### src/logic/lsar_pkg.sv
// package: register map, field positions, reset values and carriers
`default_nettype none
package lsar_pkg;
   // word indices; byte address is four times the index
   localparam logic [5:0] IDX_CTRL    = 6'h04;
   localparam logic [5:0] IDX_TGT     = 6'h07;
   localparam logic [5:0] IDX_ALIAS   = 6'h08;
   localparam logic [5:0] IDX_CNT_LO  = 6'h0a;
   localparam logic [5:0] IDX_CNT_HI  = 6'h0b;
   localparam logic [5:0] IDX_STAT    = 6'h0c;
   localparam logic [5:0] IDX_PSEL    = 6'h10;
   localparam logic [5:0] IDX_IRQ_ST  = 6'h11;
   localparam logic [5:0] IDX_IRQ_MSK = 6'h12;
   // field positions
   localparam int unsigned CTRL_CRC_RST = 5;
   localparam int unsigned ST_LOST      = 4;
   localparam int unsigned ST_SELF      = 3;
   localparam int unsigned ST_CLK       = 2;
   localparam int unsigned ST_DES       = 1;
   localparam int unsigned ST_LINK      = 0;
   localparam int unsigned IRQ_LOST     = 0;
   localparam int unsigned IRQ_DES      = 1;
   localparam int unsigned IRQ_SELF     = 2;
   localparam int unsigned IRQ_W        = 3;
   // reset values
   localparam logic [6:0]  RST_ADDR  = 7'h00;
   localparam logic [15:0] RST_CNT   = 16'h0000;
   localparam logic [15:0] CNT_MAX   = 16'hffff;
   localparam int unsigned NPORT_DEF = 2;
   // live and sticky state of one port
   typedef struct packed {
      logic lost;
      logic self_err;
      logic des_err;
      logic link;
   } lsar_pstat_t;
   // one i2c address phase
   typedef struct packed {
      logic       valid;
      logic [6:0] addr;
   } lsar_i2c_t;
endpackage
`default_nettype wire

### src/logic/lsar_top.sv
// link status and alias register bank, avalon-mm slave
//
// What this block does
// - target address bits 7:1 replace the address of alias-matched i2c requests.
// - alias bits 7:1 select which local i2c requests are remapped.
// - zero in target or alias blocks every forward for that target.
// - sixteen-bit back-channel crc error count, low byte 0x0a, high 0x0b.
// - crc error reset bit 0x04[5] clears the counter to zero.
// - status bit 4 sets on link loss, holds until crc error reset.
// - status bit 3 sets on selftest crc errors; cleared by loss, restart, reset.
// - status bit 2 shows live input clock presence.
// - status bit 1 sets on normal crc errors; cleared by loss or reset.
// - status bit 0 shows live link detect of the selected port.
// - secondary port select routes per-port registers to the second port.
//
// Decided for this implementation: the Avalon-MM slave port.
`timescale 1ns/10ps
`default_nettype none
module lsar_top
   import lsar_pkg::*;
#(
   parameter int unsigned NPORT = NPORT_DEF
) (
   // clock and reset
   input  wire logic                  clk_i,
   input  wire logic                  rst_i,
   // avalon-mm slave
   input  wire logic [7:0]            avs_address_i,
   input  wire logic                  avs_read_i,
   input  wire logic                  avs_write_i,
   input  wire logic [3:0]            avs_byteenable_i,
   input  wire logic [31:0]           avs_writedata_i,
   output logic      [31:0]           avs_readdata_o,
   output logic                       avs_waitrequest_o,
   // link status per port
   input  wire logic [NPORT-1:0]      link_detect_i,
   input  wire logic [NPORT-1:0]      bc_crc_err_i,
   input  wire logic [NPORT-1:0]      selftest_active_i,
   input  wire logic [NPORT-1:0]      selftest_start_i,
   input  wire logic                  input_clock_present_i,
   // local i2c address phase and forwarded copies
   input  wire lsar_i2c_t             i2c_req_i,
   output lsar_i2c_t [NPORT-1:0]      i2c_fwd_o,
   output logic      [NPORT-1:0]      i2c_blocked_o,
   // interrupt
   output logic                       irq_o
);

   ////////////////////////////////////////////////////////////////////////////
   // elaboration check: select is a single bit
   if (NPORT < 1 || NPORT > 2) begin : g_bad_nport
      $error("NPORT must be 1 or 2");
   end

   // bus handshake states, gray along idle -> answer
   typedef enum logic [1:0] {
      S_IDLE = 2'b00,
      S_ANS  = 2'b01
   } lsar_bus_t;

   // true when the byte address hits a word index
   function automatic logic hit(input logic [7:0] a, input logic [5:0] idx);
      return a[7:2] == idx && a[1:0] == 2'b00;
   endfunction

   // assemble the status byte of one port
   function automatic logic [7:0] stat_byte(input lsar_pstat_t s, input logic clk_ok);
      logic [7:0] b;
      b           = 8'h00;
      b[ST_LOST]  = s.lost;
      b[ST_SELF]  = s.self_err;
      b[ST_CLK]   = clk_ok;
      b[ST_DES]   = s.des_err;
      b[ST_LINK]  = s.link;
      return b;
   endfunction

   ////////////////////////////////////////////////////////////////////////////
   // declarations
   lsar_bus_t                  state_r, state_nxt;
   logic                       wait_r, wait_nxt;
   logic [31:0]                rdata_r, rdata_nxt;
   logic [NPORT-1:0][6:0]      tgt_r, tgt_nxt;
   logic [NPORT-1:0][6:0]      alias_r, alias_nxt;
   logic                       crc_clr_r, crc_clr_nxt;
   logic                       psel_r, psel_nxt;
   logic [IRQ_W-1:0]           irq_st_r, irq_st_nxt;
   logic [IRQ_W-1:0]           irq_msk_r, irq_msk_nxt;
   logic                       irq_r, irq_nxt;
   logic [NPORT-1:0][15:0]     cnt;
   lsar_pstat_t [NPORT-1:0]    pstat;
   logic [NPORT-1:0]           ev_lost, ev_des, ev_self;
   logic [IRQ_W-1:0]           ev_vec;
   logic                       wr_take;
   logic                       sel;

   // the selected port; a single-port build ignores the select
   assign sel     = (NPORT > 1) ? psel_r : 1'b0;
   assign wr_take = state_r == S_ANS && avs_write_i && avs_byteenable_i[0];

   ////////////////////////////////////////////////////////////////////////////
   // per-port status and remap
   for (genvar p = 0; p < NPORT; p++) begin : g_port
      lsar_port u_port (
         .clk_i       (clk_i),
         .rst_i       (rst_i),
         .link_i      (link_detect_i[p]),
         .bc_err_i    (bc_crc_err_i[p]),
         .st_active_i (selftest_active_i[p]),
         .st_start_i  (selftest_start_i[p]),
         .crc_clr_i   (crc_clr_r),
         .cnt_o       (cnt[p]),
         .stat_o      (pstat[p]),
         .ev_lost_o   (ev_lost[p]),
         .ev_des_o    (ev_des[p]),
         .ev_self_o   (ev_self[p])
      );
      lsar_remap u_remap (
         .clk_i       (clk_i),
         .rst_i       (rst_i),
         .req_i       (i2c_req_i),
         .tgt_i       (tgt_r[p]),
         .alias_i     (alias_r[p]),
         .fwd_o       (i2c_fwd_o[p]),
         .blocked_o   (i2c_blocked_o[p])
      );
   end

   ////////////////////////////////////////////////////////////////////////////
   // bus handshake: one wait cycle, then a single answer cycle
   always_comb begin
      state_nxt = state_r;
      wait_nxt  = 1'b1;
      rdata_nxt = rdata_r;
      case (state_r)
         S_IDLE: begin
            if (avs_read_i || avs_write_i) begin
               state_nxt = S_ANS;
               wait_nxt  = 1'b0;
               rdata_nxt = 32'h0000_0000;
               if (avs_read_i) begin
                  // unmapped words read as zero
                  case (avs_address_i[7:2])
                     IDX_CTRL:    rdata_nxt[CTRL_CRC_RST] = crc_clr_r;
                     IDX_TGT:     rdata_nxt[7:1] = tgt_r[sel];
                     IDX_ALIAS:   rdata_nxt[7:1] = alias_r[sel];
                     IDX_CNT_LO:  rdata_nxt[7:0] = cnt[sel][7:0];
                     IDX_CNT_HI:  rdata_nxt[7:0] = cnt[sel][15:8];
                     IDX_STAT: begin
                        rdata_nxt[7:0] = stat_byte(pstat[sel], input_clock_present_i);
                     end
                     IDX_PSEL:    rdata_nxt[0] = psel_r;
                     IDX_IRQ_ST:  rdata_nxt[IRQ_W-1:0] = irq_st_r;
                     IDX_IRQ_MSK: rdata_nxt[IRQ_W-1:0] = irq_msk_r;
                     default:     rdata_nxt = 32'h0000_0000;
                  endcase
                  if (avs_address_i[1:0] != 2'b00) begin
                     rdata_nxt = 32'h0000_0000;
                  end
               end
            end
         end
         S_ANS: begin
            state_nxt = S_IDLE;
         end
         default: begin
            state_nxt = S_IDLE;
         end
      endcase
   end

   always_ff @(posedge clk_i) begin
      if (rst_i) begin
         state_r <= S_IDLE;
         wait_r  <= 1'b1;
         rdata_r <= 32'h0000_0000;
      end else begin
         state_r <= state_nxt;
         wait_r  <= wait_nxt;
         rdata_r <= rdata_nxt;
      end
   end

   assign avs_waitrequest_o = wait_r;
   assign avs_readdata_o    = rdata_r;

   ////////////////////////////////////////////////////////////////////////////
   // configuration registers; writes land at the accepting edge
   always_comb begin
      tgt_nxt     = tgt_r;
      alias_nxt   = alias_r;
      crc_clr_nxt = crc_clr_r;
      psel_nxt    = psel_r;
      irq_msk_nxt = irq_msk_r;
      if (wr_take) begin
         if (hit(avs_address_i, IDX_TGT)) begin
            tgt_nxt[sel] = avs_writedata_i[7:1];
         end
         if (hit(avs_address_i, IDX_ALIAS)) begin
            alias_nxt[sel] = avs_writedata_i[7:1];
         end
         if (hit(avs_address_i, IDX_CTRL)) begin
            crc_clr_nxt = avs_writedata_i[CTRL_CRC_RST];
         end
         if (hit(avs_address_i, IDX_PSEL)) begin
            psel_nxt = (NPORT > 1) ? avs_writedata_i[0] : 1'b0;
         end
         if (hit(avs_address_i, IDX_IRQ_MSK)) begin
            irq_msk_nxt = avs_writedata_i[IRQ_W-1:0];
         end
      end
   end

   always_ff @(posedge clk_i) begin
      if (rst_i) begin
         tgt_r     <= '0;
         alias_r   <= '0;
         crc_clr_r <= 1'b0;
         psel_r    <= 1'b0;
         irq_msk_r <= '0;
      end else begin
         tgt_r     <= tgt_nxt;
         alias_r   <= alias_nxt;
         crc_clr_r <= crc_clr_nxt;
         psel_r    <= psel_nxt;
         irq_msk_r <= irq_msk_nxt;
      end
   end

   ////////////////////////////////////////////////////////////////////////////
   // sticky interrupt status, write one to clear; a same-cycle event wins
   always_comb begin
      ev_vec           = '0;
      ev_vec[IRQ_LOST] = |ev_lost;
      ev_vec[IRQ_DES]  = |ev_des;
      ev_vec[IRQ_SELF] = |ev_self;
      irq_st_nxt       = irq_st_r;
      if (wr_take && hit(avs_address_i, IDX_IRQ_ST)) begin
         irq_st_nxt = irq_st_r & ~avs_writedata_i[IRQ_W-1:0];
      end
      irq_st_nxt = irq_st_nxt | ev_vec;
      // registered so the pin never glitches on decode
      irq_nxt    = |(irq_st_r & irq_msk_r);
   end

   always_ff @(posedge clk_i) begin
      if (rst_i) begin
         irq_st_r <= '0;
         irq_r    <= 1'b0;
      end else begin
         irq_st_r <= irq_st_nxt;
         irq_r    <= irq_nxt;
      end
   end

   assign irq_o = irq_r;
endmodule
`default_nettype wire

### src/logic/lsar_port.sv
// one port: crc error counter and sticky link flags
`timescale 1ns/10ps
`default_nettype none
module lsar_port
   import lsar_pkg::*;
(
   // clock and reset
   input  wire logic        clk_i,
   input  wire logic        rst_i,
   // link side
   input  wire logic        link_i,
   input  wire logic        bc_err_i,
   input  wire logic        st_active_i,
   input  wire logic        st_start_i,
   input  wire logic        crc_clr_i,
   // results
   output logic [15:0]      cnt_o,
   output lsar_pstat_t      stat_o,
   output logic             ev_lost_o,
   output logic             ev_des_o,
   output logic             ev_self_o
);
   logic        link_d_r, link_d_nxt;
   logic [15:0] cnt_r, cnt_nxt;
   logic        lost_r, lost_nxt, self_r, self_nxt, des_r, des_nxt;
   logic        loss;

   ////////////////////////////////////////////////////////////////////////////
   // next state; a new event beats a clear in the same cycle
   always_comb begin
      loss       = link_d_r & ~link_i;
      link_d_nxt = link_i;
      if (crc_clr_i) begin
         cnt_nxt = bc_err_i ? 16'h0001 : RST_CNT;
      end else if (bc_err_i && cnt_r != CNT_MAX) begin
         cnt_nxt = cnt_r + 16'h0001;
      end else begin
         cnt_nxt = cnt_r;
      end
      lost_nxt = loss | (lost_r & ~crc_clr_i);
      self_nxt = (bc_err_i & st_active_i)
               | (self_r & ~(crc_clr_i | loss | st_start_i));
      des_nxt  = (bc_err_i & ~st_active_i)
               | (des_r & ~(crc_clr_i | loss));
   end

   // registers only
   always_ff @(posedge clk_i) begin
      if (rst_i) begin
         link_d_r <= 1'b0;
         cnt_r    <= RST_CNT;
         lost_r   <= 1'b0;
         self_r   <= 1'b0;
         des_r    <= 1'b0;
      end else begin
         link_d_r <= link_d_nxt;
         cnt_r    <= cnt_nxt;
         lost_r   <= lost_nxt;
         self_r   <= self_nxt;
         des_r    <= des_nxt;
      end
   end

   assign cnt_o     = cnt_r;
   assign stat_o    = '{lost: lost_r, self_err: self_r, des_err: des_r, link: link_i};
   assign ev_lost_o = loss;
   assign ev_des_o  = bc_err_i & ~st_active_i;
   assign ev_self_o = bc_err_i & st_active_i;
endmodule
`default_nettype wire

### src/logic/lsar_remap.sv
// alias match and target address substitution for one port
`timescale 1ns/10ps
`default_nettype none
module lsar_remap
   import lsar_pkg::*;
(
   // clock and reset
   input  wire logic       clk_i,
   input  wire logic       rst_i,
   // request and mapping
   input  wire lsar_i2c_t  req_i,
   input  wire logic [6:0] tgt_i,
   input  wire logic [6:0] alias_i,
   // forwarded request
   output lsar_i2c_t       fwd_o,
   output logic            blocked_o
);
   lsar_i2c_t fwd_r, fwd_nxt;
   logic      blk_r, blk_nxt, hit;

   ////////////////////////////////////////////////////////////////////////////
   // a zero alias never matches, so general calls are never forwarded
   always_comb begin
      hit           = req_i.valid && alias_i != RST_ADDR && req_i.addr == alias_i;
      fwd_nxt.valid = hit && tgt_i != RST_ADDR;
      fwd_nxt.addr  = fwd_nxt.valid ? tgt_i : RST_ADDR;
      blk_nxt       = hit && tgt_i == RST_ADDR;
   end

   always_ff @(posedge clk_i) begin
      if (rst_i) begin
         fwd_r <= '0;
         blk_r <= 1'b0;
      end else begin
         fwd_r <= fwd_nxt;
         blk_r <= blk_nxt;
      end
   end

   assign fwd_o     = fwd_r;
   assign blocked_o = blk_r;
endmodule
`default_nettype wire

### config.mk
export PLATFORM = sky130hd
export DESIGN_NAME = lsar_top
export DESIGN_NICKNAME = d
export VERILOG_FILES = /design/src/logic/lsar_pkg.sv /design/src/logic/lsar_top.sv /design/src/logic/lsar_port.sv /design/src/logic/lsar_remap.sv
export SDC_FILE = /design/constraint.sdc
export NUM_CORES = 1
export LEC_CHECK = 0
export BUFFER_PORTS_ARGS = -buffer_cell sky130_fd_sc_hd__clkbuf_2
export CORE_UTILIZATION = 40
export DETAILED_ROUTE_END_ITERATION = 16
export GPL_ROUTABILITY_DRIVEN = 0
export RECOVER_POWER = 100
export SLEW_MARGIN = 40
export SYNTH_ARGS = -nofsm -noshare
export SYNTH_HDL_FRONTEND = slang
export SYNTH_SLANG_ARGS = --single-unit
### constraint.sdc
create_clock -name clk_i -period 2.1 [get_ports clk_i]
set_input_delay 0 -clock clk_i [delete_from_list [all_inputs] [get_ports clk_i]]
set_output_delay 0 -clock clk_i [all_outputs]
set_load 0.03 [all_outputs]
==> impl_summary.md, run 1 <==
GRT
The number of global-route vias before repair is 4124. The wire length of the first global-routing pass is 21500 um. The maximum number of pins on one net before global-route repair is 27. The number of antenna violations at the first check in global routing is 0.

Global routing consumed, over all layers together, 21.2% of the routing resources. Global routing finished with a remaining overflow of 0.

Timing
The number of pins with negative max-slew slack in the final report is 0. The headroom to the max-slew limit is about three fifths. The post-layout minimum cycle time is 2.04 ns. For the pin with the worst max-slew slack, the measured transition is 0.592 ns. The final-report hold violation count came to 0. The final period utilization is 97.2%. For the final routed database, the setup TNS stands at 0 ns. Setup violations remaining at the end of the flow were counted as 0. The clock tree skew after final layout is 0.00962 ns. The worst hold slack is about 0.03 ns. Setup repair after global routing left no endpoint under its margin. The achievable clock frequency is 490 MHz.

Pwr
The reported net switching power is 990 uW. The share of total power dissipated in combinational logic is 7.5%. In this run the static leakage power is around 0.0023 uW. The power density over cell area is 667 mW/mm2.

The switching portion of total power is around a quarter. The sequential power share is ~50%. The worst-case IR drop observed on VDD is 0.343 mV. Per report_power, the clock group accounts for 42.1% of the total. The internal power summed over all cells is 3040 uW.

Yosys
The number of synthesized flops with an enable pin is 0. Sequential cells were found to cover 40.3% of the synthesized design area. During synthesis, Yosys emitted a total of 0 warnings.

Of the total synthesized cell area, the portion taken by AND, OR, NAND and NOR gates is about a quarter. The number of unique standard cell types used by synthesis is 59. The area share of the largest cell type after synthesis is 40.3%. The post-synthesis compound-gate area fraction is 9.67%. By instance count, the leading cell after synthesis is dfxtp_1. The average cell area after synthesis is 8.96 um2. The cell area that synthesis handed to floorplanning was 0.00521 mm2. The library cell with the largest summed area after synthesis is dfxtp_1. The number of register bits inferred by synthesis is between 100 and 150. The synthesized netlist devotes 0.480% of its cell area to adder and majority cells. The combinational family with the most area after synthesis is simple AND/OR/NAND/NOR gates. Synthesis produced about 580 cells. The fraction of synthesized area in multiplexers is a little over an eighth. The most used flip-flop cell after synthesis is dfxtp_1.

The xor/xnor share of the synthesized area is 5.54%. The share of synthesized registers carrying an async set or reset is 0%. By count the netlist is led by dfxtp_1 (105), nor2_1 (70), mux2i_1 (63). Sorting the synthesized cells by area gives the leading types as dfxtp_1 (40%), mux2i_1 (12%), nor2_1 (5.0%).

Critical path
The maximum fanout along the worst path is 12. The startpoint type of the worst setup path is an input port. In this design, the stage delay of the slowest critical-path cell is around 0.54 ns. The setup path with the least slack is of type in2reg. Traced cell by cell, the critical path runs through dlygate4sd3_1, clkbuf_1, nor4b_1, nand4_1, nor4_1, clkbuf_2, and2_0. The cell type of the slowest stage on the worst timing path is dlygate4sd3_1. The kind of cell with the highest combined delay along the critical path is simple AND/OR/NAND/NOR gates. The worst path required time is around 2.4 ns.

STA classifies the critical path endpoint as a flop. The critical path contains buffers and inverters numbering 3 combined. The signal arrival time at the worst endpoint is 2.34 ns.

CTS
The clock reaches the later pin of the worst-skew pair after approximately 0.36 ns. In this run, CTS created clock tree buffers numbering 9. In this run the number of H-tree levels came out at 3. In this run the clock root is driven by a clkbuf_16. The TritonCTS clock tree is yes. The clock-pin slew on the worst setup and hold paths is around 0.07 ns.

Counting along the longest clock path gives a buffer depth of 2. The clock sink total is 105.

Floorplanning
The height of the die is 116 um. The width of the die is 116 um. For this configuration, the core starts out at a cell density of about two fifths. The I/O pin count is between 100 and 150. The die outline area is 0.0135 mm2. In this run the core area contains 41 standard-cell rows. The core region is 0.0127 mm2.

Routing
After the first detailed-routing iteration, the DRC count stood at 346. The remaining number of nets flagged by the antenna check after routing is 0. The routed layout has 4399 vias.

The detail-routed net length per standard cell is 16.2 um. Using the TritonRoute via totals, the vias-per-cell ratio works out to roughly 5.3. The remaining design rule violation count is 0. The total length of routed wires is 13500 um. The first detailed-routing pass took 6 iterations.

Worst hold path
The kind of path behind the tightest hold check is in2reg.

Flow run
Max-cap violations in this run came to 0.

Status
The run finished with clean final reports.

Final layout
The area growth from synthesis to layout is 16.0%. Of the cells placed in the final design, the portion with a size suffix greater than 1 is a little under an eighth. The final layout net count is 725. The filler cell count in the final layout is 1264. The core utilization of the finished layout is 47.7%.

The number of antenna diodes in the final layout is 0.

Place
The detailed-placement wirelength estimate is 10000 um. In this run the tool buffered the top-level ports with 65 buffer cells.
## registers in the layout, indices dropped and copies added, names as in the netlist, 2 cells and up
signal,cells
g_port.u_port.self_r,2
alias_r,14
irq_st_r,3
g_port.u_remap.blocked_o,2
g_port.u_remap.fwd_o,16
g_port.u_port.des_r,2
g_port.u_port.link_d_r,2
avs_readdata_o,8
tgt_r,14
irq_msk_r,3
g_port.u_port.cnt_o,32
g_port.u_port.lost_r,2
## placed cells by master, fill, tap and decap left out, drive strengths merged, types with 13 or more instances in the layout
master	n
a21oi	20
and2	16
clkbuf	80
conb	24
dfxtp	105
dlygate4sd3	17
mux2i	63
nand2	35
nand3	15
nand4	19
nor2	70
nor2b	13
o21ai	16
xnor2	17
xor2	16
## cell families (layout without fill, tap and decap cells)
group / Yosys count / in the layout
AOI/OAI and AO/OA: 81 / 81
buffers and inverters: 63 / 121
muxes: 68 / 68
other: 1 / 24
and+or+nand+nor: 229 / 229
xor gates and xnor gates: 33 / 33
DFF: 105 / 105
adders and majority gates: 2 / 2
## through the flow
step,std cells,power (uW),instance area (um2),setup slack [ns]
6_report,835,4030,6050,0.0579
5_1_grt,835,4210,6050,0.0163
4_1_cts,835,4070,6100,0.0976
3_5_place_dp,802,2350,5630,0.119
3_3_place_gp,802,2350,5630,0.163
2_1_floorplan,605,2280,5300,0.346
## worst reg2reg max path: cells and delay by family (launching register included)
family        cells  cell delay (ns)
xor+xnor          1             0.17
buf+inv           1             0.27
flops             1             0.36
simple gates      4             1.13
## path summary, 6_finish.rpt
path                                   from                                     to  slack (ns)  depth (start not counted)
max                                   rst_i  g_port[0].u_remap.fwd_o[3]$_SDFF_PP0_        0.06                          7
min                      avs_writedata_i[5]                alias_r[4]$_SDFFE_PP0P_        0.03                          3
max reg2reg         alias_r[5]$_SDFFE_PP0P_  g_port[0].u_remap.fwd_o[3]$_SDFF_PP0_        0.13                          6
min reg2reg  avs_readdata_o[3]$_SDFFE_PP0P_         avs_readdata_o[3]$_SDFFE_PP0P_        0.47                          2
## final cells by class
type | count | area, um2 | area share (%)
inverter | 9 | 33.8 | 0.559
clock inverter | 6 | 67.6 | 1.12
multi-input combinational | 437 | 2850 | 47.1
timing repair buffer | 96 | 549 | 9.08
tap | 172 | 215 | 3.56
clock buffer | 10 | 229 | 3.79
sequential | 105 | 2100 | 34.8
## routing by layer
layer	global-route usage [%]	vias to the layer above	routed length [um]
met3	4.26	19	627
li1	-	2172	-
met5	0	-	0
met4	7.78	0	253
met2	35.9	126	6680
met1	26.6	2082	5980
## power groups by stage
stage          sequential (uW)  clock [uW]  combinational, uW
2_1_floorplan             2070           0                211
3_3_place_gp              2080           0                272
3_5_place_dp              2080           0                275
4_1_cts                   2030        1740                301
5_1_grt                   2030        1850                328
6_report                  2030        1700                303
## what timing repair did
| item | in CTS | in global routing |
|---|---|---|
| hold endpoints to repair | 31 | 0 |
| hold buffers | 17 | 0 |
| buffers inserted | 0 | 0 |
| gates resized for setup | 0 | 1 |
| endpoints found under the setup margin | 0 | 2 |
(Power assumes the default switching activity.)
==> run 2: changes to the inputs <==
CORE_UTILIZATION = 48   (was 40)
PLACE_DENSITY = 0.83   (was unset)
==> run 2 against run 1 <==
Effect of this change:
- sequential power barely moved
- combinational power decreased by 1%
- sequential cell count unchanged
- design area decreased by 2.6%
- routed wire length shrank 5.9%
- fmax up 2.8%
- critical path type is now reg2reg
==> impl_summary.md, run 2 (synthesis results as in run 1) <==
Timing
The slack of the critical path is 0.114 ns (was 0.0579 ns). The final-report hold violation count came to 0 (unchanged). The slew at the pin with the worst max-slew slack is 0.751 ns (was 0.592 ns). The total negative slack for setup checks was 0 ns (unchanged). The number of pins with negative max-slew slack in the final report is 0 (unchanged). The post-layout minimum cycle time came to 1.99 ns (was 2.04 ns).

The clock tree skew after final layout is 0.00929 ns (was 0.00962 ns). The worst hold slack came to 0.0350 ns (was 0.0299 ns). Unrepaired setup endpoints after global routing: false (unchanged). The headroom to the max-slew limit was 49.8% (was 60.5%). The final period utilization is 94.6% (was 97.2%).

The number of setup violations in the final report is 0 (unchanged). The achievable clock frequency was 504 MHz (was 490 MHz).

Critical path
The startpoint type of the worst setup path is a flop (was input port). The critical path class is reg2reg (was in2reg). The maximum fanout along the worst path is 17 (was 12). The worst path required time is 2.37 ns (was 2.40 ns). The signal arrival time at the worst endpoint came to 2.26 ns (was 2.34 ns).

The reg-to-reg setup timing slack was 0.11 ns (was 0.13 ns). The kind of end point of the critical path is a flop (unchanged).

GRT
The total congestion overflow is 0 (unchanged). The overall global routing resource usage is 23.4% (was 21.2%). The number of global-route vias before repair was 4242 (was 4124).

The wire length of the first global-routing pass is 20700 um (was 21500 um). The maximum number of pins on one net before global-route repair is 46 (was 27). The number of antenna violations at the first check in global routing came to 0 (unchanged).

Floorplanning
The core outline area is 0.0104 mm2 (was 0.0127 mm2). The die outline area was 0.0113 mm2 (was 0.0135 mm2). The width of the die came to 106 um (was 116 um). The I/O pin count is 117 (unchanged).

The cell row count is 37 (was 41). The height of the die is 106 um (was 116 um). The initial core utilization came to 50.0% (was 41.1%).

Final layout
Leading cell types in the layout, fill and taps excluded: dfxtp_1 (104), nor2_1 (70), mux2i_1 (63) (was dfxtp_1 (105), nor2_1 (70), mux2i_1 (63)). The filler cell count in the final layout came to 904 (was 1264). The fraction of final layout cells with drive strength greater than 1 was 11.1% (was 11.8%). The final cell count without fillers is 795 (was 835). The final layout net count is 721 (was 725). The commonest non-fill, non-tap cell in the layout is dfxtp_1 (unchanged). The synthesis-to-finish area growth is 13.0% (was 16.0%).

The count of inserted antenna diode cells is 0 (unchanged). The number of flip-flops in the largest register is 32 (unchanged). The area occupied by multi-input gates is 0.00284 mm2 (was 0.00285 mm2). The sequential standard cell area is 0.00210 mm2 (about the same).

Routing
The number of vias in the routed layout is 4555 (was 4399). The remaining number of nets flagged by the antenna check after routing is 0 (unchanged). The remaining design rule violation count is 0 (unchanged).

The total length of routed wires was 12700 um (was 13500 um). The DRC marker count from the first detailed-route iteration is 276 (was 346). The detailed-routing iteration count for the pre-antenna-repair pass was 5 (was 6). The per-cell via count in the routed design is 5.73 (was 5.27).

The detail-routed net length per standard cell is 16.0 um (was 16.2 um).

CTS
The cell at the root of the clock tree is clkbuf_8 (was clkbuf_16). The number of buffers on the longest clock path is 2 (unchanged). The TritonCTS clock tree is yes (unchanged). The clock-pin slew on the worst setup and hold paths is 0.10 ns (was 0.07 ns). The count of buffers added by post-CTS timing repair for setup is 0 (unchanged). The number of H-tree levels was 3 (unchanged). The clock sink total came to 105 (unchanged). The number of buffers created by CTS was 9 (unchanged). The clock latency at the later pin of the worst-skew pair came to 0.38 ns (was 0.36 ns).

Place
The total placed cells including tap cells is 764 (was 802). The number of input and output port buffers inserted is 65 (unchanged). The detailed-placement wirelength estimate came to 9130 um (was 10000 um). The worst setup slack after placement is 0.0721 ns (was 0.119 ns).

Worst hold path
The kind of path behind the tightest hold check is in2reg (unchanged).

Pwr
The power density over cell area is 639 mW/mm2 (was 667 mW/mm2). The leakage power figure is 0.00224 uW (was 0.00229 uW). The total chip power is 3760 uW (was 4030 uW).

The highest ir drop seen on vdd is 0.498 mV (was 0.343 mV).

Status
Run status: finished, final reports clean (unchanged).

Flow run
The number of max-capacitance violations reported is 0 (unchanged).
[run 2: cell count changes in the layout (fill, tap and decap cells not counted), moves of 2 or more]
cell / before / now
dlygate4sd3_1: 17 / 15
buf_4: 9 / 7
inv_6: 0 / 2
clkinv_2: 2 / 0
clkbuf_16: 9 / 0
clkbuf_8: 0 / 9
clkbuf_2: 39 / 37
[run 2: metrics by stage]
step                      area [um2]  util, %
after floorplan                 5300        -
after global placement          5570     53.5
after detailed placement        5570     53.5
after CTS                       5960     57.2
after global routing            5890     56.6
final                           5890     56.6
[run 2: worst max-delay path: stages, from the launching register on]
cell	delay (ns)
dfxtp_2	0.63
clkbuf_2	0.33
nand4_1	0.47
mux2i_1	0.35
nor2_1	0.09
[run 2: per-layer routing]
| layer | GRT usage (%) | vias to the layer above | share of wire (%) |
|---|---|---|---|
| met5 | 0 | - | 0 |
| li1 | - | 2170 | - |
| met4 | 12.6 | 0 | 3.2 |
| met2 | 40.0 | 214 | 49 |
| met1 | 28.1 | 2133 | 42 |
| met3 | 3.49 | 38 | 6.3 |
[run 2: repair_timing]
item                                   in CTS  in global routing
gates resized for setup                     0                  1
hold buffers                               15                  0
endpoints found under the hold margin      38                  0
setup endpoints to repair                   0                  4
[run 2: final cells by class]
cell class,count,share of cell area (%)
inverters,9,0.573
clock buffers,9,2.10
well taps,136,2.89
flip-flops and latches,105,35.7
clock inverters,7,1.83
multi-input cells,437,48.2
repair buffers,92,8.69
[run 2: path summary, 6_finish.rpt]
check | from | end | depth (start not counted)
max | psel_r$_SDFFE_PP0P_ | alias_r[8]$_SDFFE_PP0P_ | 4
min | rst_i | alias_r[10]$_SDFFE_PP0P_ | 3
max reg2reg | psel_r$_SDFFE_PP0P_ | alias_r[8]$_SDFFE_PP0P_ | 4
min reg2reg | avs_readdata_o[0]$_SDFFE_PP0P_ | avs_readdata_o[0]$_SDFFE_PP0P_ | 2
[run 2: power by group]
group          switching, uW  internal [uW]  leakage, uW
sequential              17.7           2010     0.000850
combinational            202           96.5      0.00127
clock                    738            696     0.000114
==> run 3: changes to the inputs <==
ABC_AREA = 1   (was unset)
PLACE_DENSITY = 0.82   (was 0.83)
==> run 3 against run 2 <==
Effect of this change:
- routed wire length up 8.1%
- combinational power increased by 15%
- first-iteration DRC count is 79% higher
- global-route usage is 0.66 points higher
- area after synthesis is 6.9% higher
- clock power increased by 29%
- register-to-register slack improved by 0.18 ns
- largest power group unchanged
- highest routed layer unchanged
==> impl_summary.md, run 3 <==
Timing
The headroom to the max-slew limit came to 62.2% (was 49.8%). The total negative slack for setup checks is 0 ns (unchanged). The clock tree skew after final layout is 0.00722 ns (was 0.00929 ns).

The number of setup violations in the final report came to 0 (unchanged). The post-layout minimum cycle time is 1.81 ns (was 1.99 ns). The slack of the critical path is 0.295 ns (was 0.114 ns).

The slew at the pin with the worst max-slew slack is 0.567 ns (was 0.751 ns). The number of pins with negative max-slew slack in the final report is 0 (unchanged). Unrepaired setup endpoints after global routing: false (unchanged). The final period utilization is 86.0% (was 94.6%). The final-report hold violation count was 0 (unchanged). The achievable clock frequency is 554 MHz (was 504 MHz).

Pwr
The power density over cell area came to 670 mW/mm2 (was 639 mW/mm2). The switching portion of total power came to 24.1% (was 25.5%). The highest ir drop seen on vdd is 0.611 mV (was 0.498 mV). The sequential power share is 48.3% (was 54.0%). The combinational group share of total power is 8.1% (was 7.9%). The internal power summed over all cells is 3200 uW (was 2810 uW).

The reported net switching power is 1020 uW (was 958 uW). The leakage power figure was 0.00267 uW (was 0.00224 uW). The clock network power share was 43.5% (was 38.1%).

The total chip power is 4220 uW (was 3760 uW).

Critical path
The startpoint type of the worst setup path is a flop (unchanged). The first element of the critical path is g_port[0].u_port.cnt_o[0]$_SDFFE_PP0P_ (was psel_r$_SDFFE_PP0P_). The worst path required time was 2.35 ns (was 2.37 ns). The maximum fanout along the worst path is 16 (was 17). The critical path class is reg2reg (unchanged). The reg-to-reg startpoint was g_port[0].u_port.cnt_o[0]$_SDFFE_PP0P_ (was psel_r$_SDFFE_PP0P_). The cell type of the slowest stage on the worst timing path was dfxtp_1 (was dfxtp_2).

Worst-path cell chain: ha_1, nand2_1, inv_1, nand2_2, nor2_1, nand3_1, nand2_4, inv_2, nand2_1, nand2_1, nand2_1, nor2_1 (was clkbuf_2, nand4_1, mux2i_1, nor2_1). The highest cell delay on the worst timing path is 0.36 ns (was 0.63 ns). The signal arrival time at the worst endpoint came to 2.05 ns (was 2.26 ns). Among the stages of the critical path, the cell type that occurs most often is nand2_1. The kind of end point of the critical path is a flop (unchanged).

Routing
The total length of routed wires was 13800 um (was 12700 um). The detailed-routing iteration count for the pre-antenna-repair pass is 6 (was 5). The remaining design rule violation count is 0 (unchanged). The remaining number of nets flagged by the antenna check after routing is 0 (unchanged). The DRC marker count from the first detailed-route iteration is 495 (was 276). The per-cell via count in the routed design came to 5.14 (was 5.73). The detail-routed net length per standard cell is 13.0 um (was 16.0 um).

The number of vias in the routed layout is 5459 (was 4555).

Yosys
The number of synthesized flops with an enable pin is 0 (unchanged). The total number of yosys warnings is 0 (unchanged). The number of unique standard cell types used by synthesis is 38 (was 59). The cell with the most instances after synthesis is nand2_1 (was dfxtp_1).

The count of mapped cells out of synthesis is 845 (was 582). The average cell area after synthesis is 6.60 um2 (was 8.96 um2). The area share of the largest cell type after synthesis came to 37.7% (was 40.3%). The mapped cell area was 0.00557 mm2 (was 0.00521 mm2).

Leading post-synthesis cells by instance count: nand2_1 (194), nor2_1 (132), dfxtp_1 (105) (was dfxtp_1 (105), nor2_1 (70), mux2i_1 (63)). The number of register bits inferred by synthesis came to 105 (unchanged). The sequential-to-total area share from yosys stat was 37.7% (was 40.3%). Synth area leaders: dfxtp_1 (38%), nand2_1 (13%), nor2_1 (8.9%) (was dfxtp_1 (40%), mux2i_1 (12%), nor2_1 (5.0%)). The most common flop cell mapped by yosys is dfxtp_1 (unchanged).

The library cell with the largest summed area after synthesis was dfxtp_1 (unchanged). The share of synthesized registers carrying an async set or reset is 0% (unchanged).

GRT
The number of global-route vias before repair is 4769 (was 4242). The wire length of the first global-routing pass is 22300 um (was 20700 um). The total congestion overflow was 0 (unchanged).

The maximum number of pins on one net before global-route repair came to 39 (was 46). The overall global routing resource usage was 24.0% (was 23.4%). The number of antenna violations at the first check in global routing is 0 (unchanged).

Floorplanning
The initial core utilization came to 50.3% (was 50.0%). The cell row count is 38 (was 37). The die outline area is 0.0120 mm2 (was 0.0113 mm2). The I/O pin count is 117 (unchanged). The height of the die was 110 um (was 106 um). The core outline area is 0.0111 mm2 (was 0.0104 mm2). The width of the die is 110 um (was 106 um).

CTS
The cell at the root of the clock tree is clkbuf_16 (was clkbuf_8). The clock-pin slew on the worst setup and hold paths is 0.07 ns (was 0.10 ns). The clock latency at the later pin of the worst-skew pair is 0.35 ns (was 0.38 ns).

The TritonCTS clock tree was yes (unchanged). The number of H-tree levels is 3 (unchanged). The number of buffers created by CTS was 9 (unchanged).

The number of buffers on the longest clock path came to 2 (unchanged). The clock sink total was 105 (unchanged). The count of buffers added by post-CTS timing repair for setup is 0 (unchanged).

Final layout
The sequential standard cell area came to 0.00210 mm2 (unchanged). The number of flip-flops in the largest register came to 32 (unchanged). The fraction of final layout cells with drive strength greater than 1 is 8.46% (was 11.1%). The count of inserted antenna diode cells is 0 (unchanged).

The final cell count without fillers is 1062 (was 795). The filler cell count in the final layout came to 1085 (was 904). The synthesis-to-finish area growth was 12.9% (was 13.0%). The commonest non-fill, non-tap cell in the layout is nand2_1 (was dfxtp_1).

Leading cell types in the layout, fill and taps excluded: nand2_1 (195), nor2_1 (133), dfxtp_1 (104) (was dfxtp_1 (104), nor2_1 (70), mux2i_1 (63)). The final instance area came to 0.00629 mm2 (was 0.00589 mm2). The final layout net count is 984 (was 721).

The area occupied by multi-input gates is 0.00280 mm2 (was 0.00284 mm2).

Worst hold path
The kind of path behind the tightest hold check was in2reg (unchanged). The startpoint of the worst hold path is avs_read_i (was rst_i).

Status
Run status: finished, final reports clean (unchanged).

Place
The worst setup slack after placement came to 0.447 ns (was 0.0721 ns). The detailed-placement wirelength estimate was 10300 um (was 9130 um). The number of input and output port buffers inserted is 65 (unchanged). The total placed cells including tap cells is 1031 (was 764). The placed standard-cell area is 0.00588 mm2 (was 0.00557 mm2).

Flow run
The number of max-capacitance violations reported is 0 (unchanged).
## run 3: changes by cell type after synthesis, moves of 9 or more
cell	delta
inv_1	+90
a21oi_1	+37
o22ai_1	-11
xor2_1	-13
o21ai_0	+71
and2_1	-16
xnor2_1	-10
nor2_1	+62
nand3_1	+28
nor2b_1	-13
mux2i_1	-63
nand2_1	+160
clkbuf_1	-11
a31oi_1	-9
## run 3: path summary, 6_finish.rpt
| kind | end | slack (ns) | depth (start not counted) |
|---|---|---|---|
| min | avs_readdata_o[7]$_SDFFE_PP0P_ | 0.005 | 5 |
| max | g_port[0].u_port.cnt_o[4]$_SDFFE_PP0P_ | 0.29 | 12 |
| min reg2reg | g_port[0].u_port.lost_r$_SDFF_PP0_ | 0.46 | 2 |
| max reg2reg | g_port[0].u_port.cnt_o[4]$_SDFFE_PP0P_ | 0.29 | 12 |
## run 3: kinds of logic after synthesis
group	Yosys count	synth area share, %
DFF	105	37.7
other	1	0.0673
adders and majority gates	2	0.449
buffers and inverters	154	13.2
AOI/OAI and AO/OA	155	14.3
xor gates and xnor gates	10	1.57
and+or+nand+nor	418	32.6
## run 3: routing by layer
| metal | up-vias | global-route usage [%] | part of all wire [%] |
|---|---|---|---|
| li1 | 2794 | - | - |
| met1 | 2427 | 31.7 | 44 |
| met2 | 213 | 39.8 | 47 |
| met3 | 25 | 4.27 | 7.1 |
| met4 | 0 | 7.62 | 1.9 |
| met5 | - | 0 | 0 |
## run 3: power by group through the flow
stage	Combinational [uW]	Sequential (uW)	Clock, uW
2_1_floorplan	247	2090	0
3_3_place_gp	315	2080	0
3_5_place_dp	318	2080	0
4_1_cts	342	2040	1850
5_1_grt	380	2040	1950
6_report	343	2040	1840
## run 3: through the flow
step	util (%)	hold WS (ns)
floorplan	-	0.0839
global placement	53.0	0.253
detailed placement	53.0	0.260
CTS	57.4	0.00477
global route	56.8	0.0219
finish	56.8	0.00509
## run 3: critical path, delay by kind of cell (launching register included)
kind	cells	cell delay, ns
adders and majority gates	1	0.18
buffers and inverters	2	0.21
DFF	1	0.36
and+or+nand+nor	9	0.97
## run 3: area by class of cell
| class | count | area share (%) |
|---|---|---|
| well taps | 140 | 2.78 |
| multi-input cells | 609 | 44.5 |
| clock inverters | 6 | 1.43 |
| flip-flops and latches | 105 | 33.4 |
| repair buffers | 88 | 7.86 |
| clock buffers | 10 | 3.80 |
| inverters | 104 | 6.21 |
## run 3: what timing repair did
| action | in CTS | in global routing |
|---|---|---|
| hold buffers | 15 | 0 |
| endpoints found under the hold margin | 19 | 0 |
| gates resized for setup | 0 | 0 |
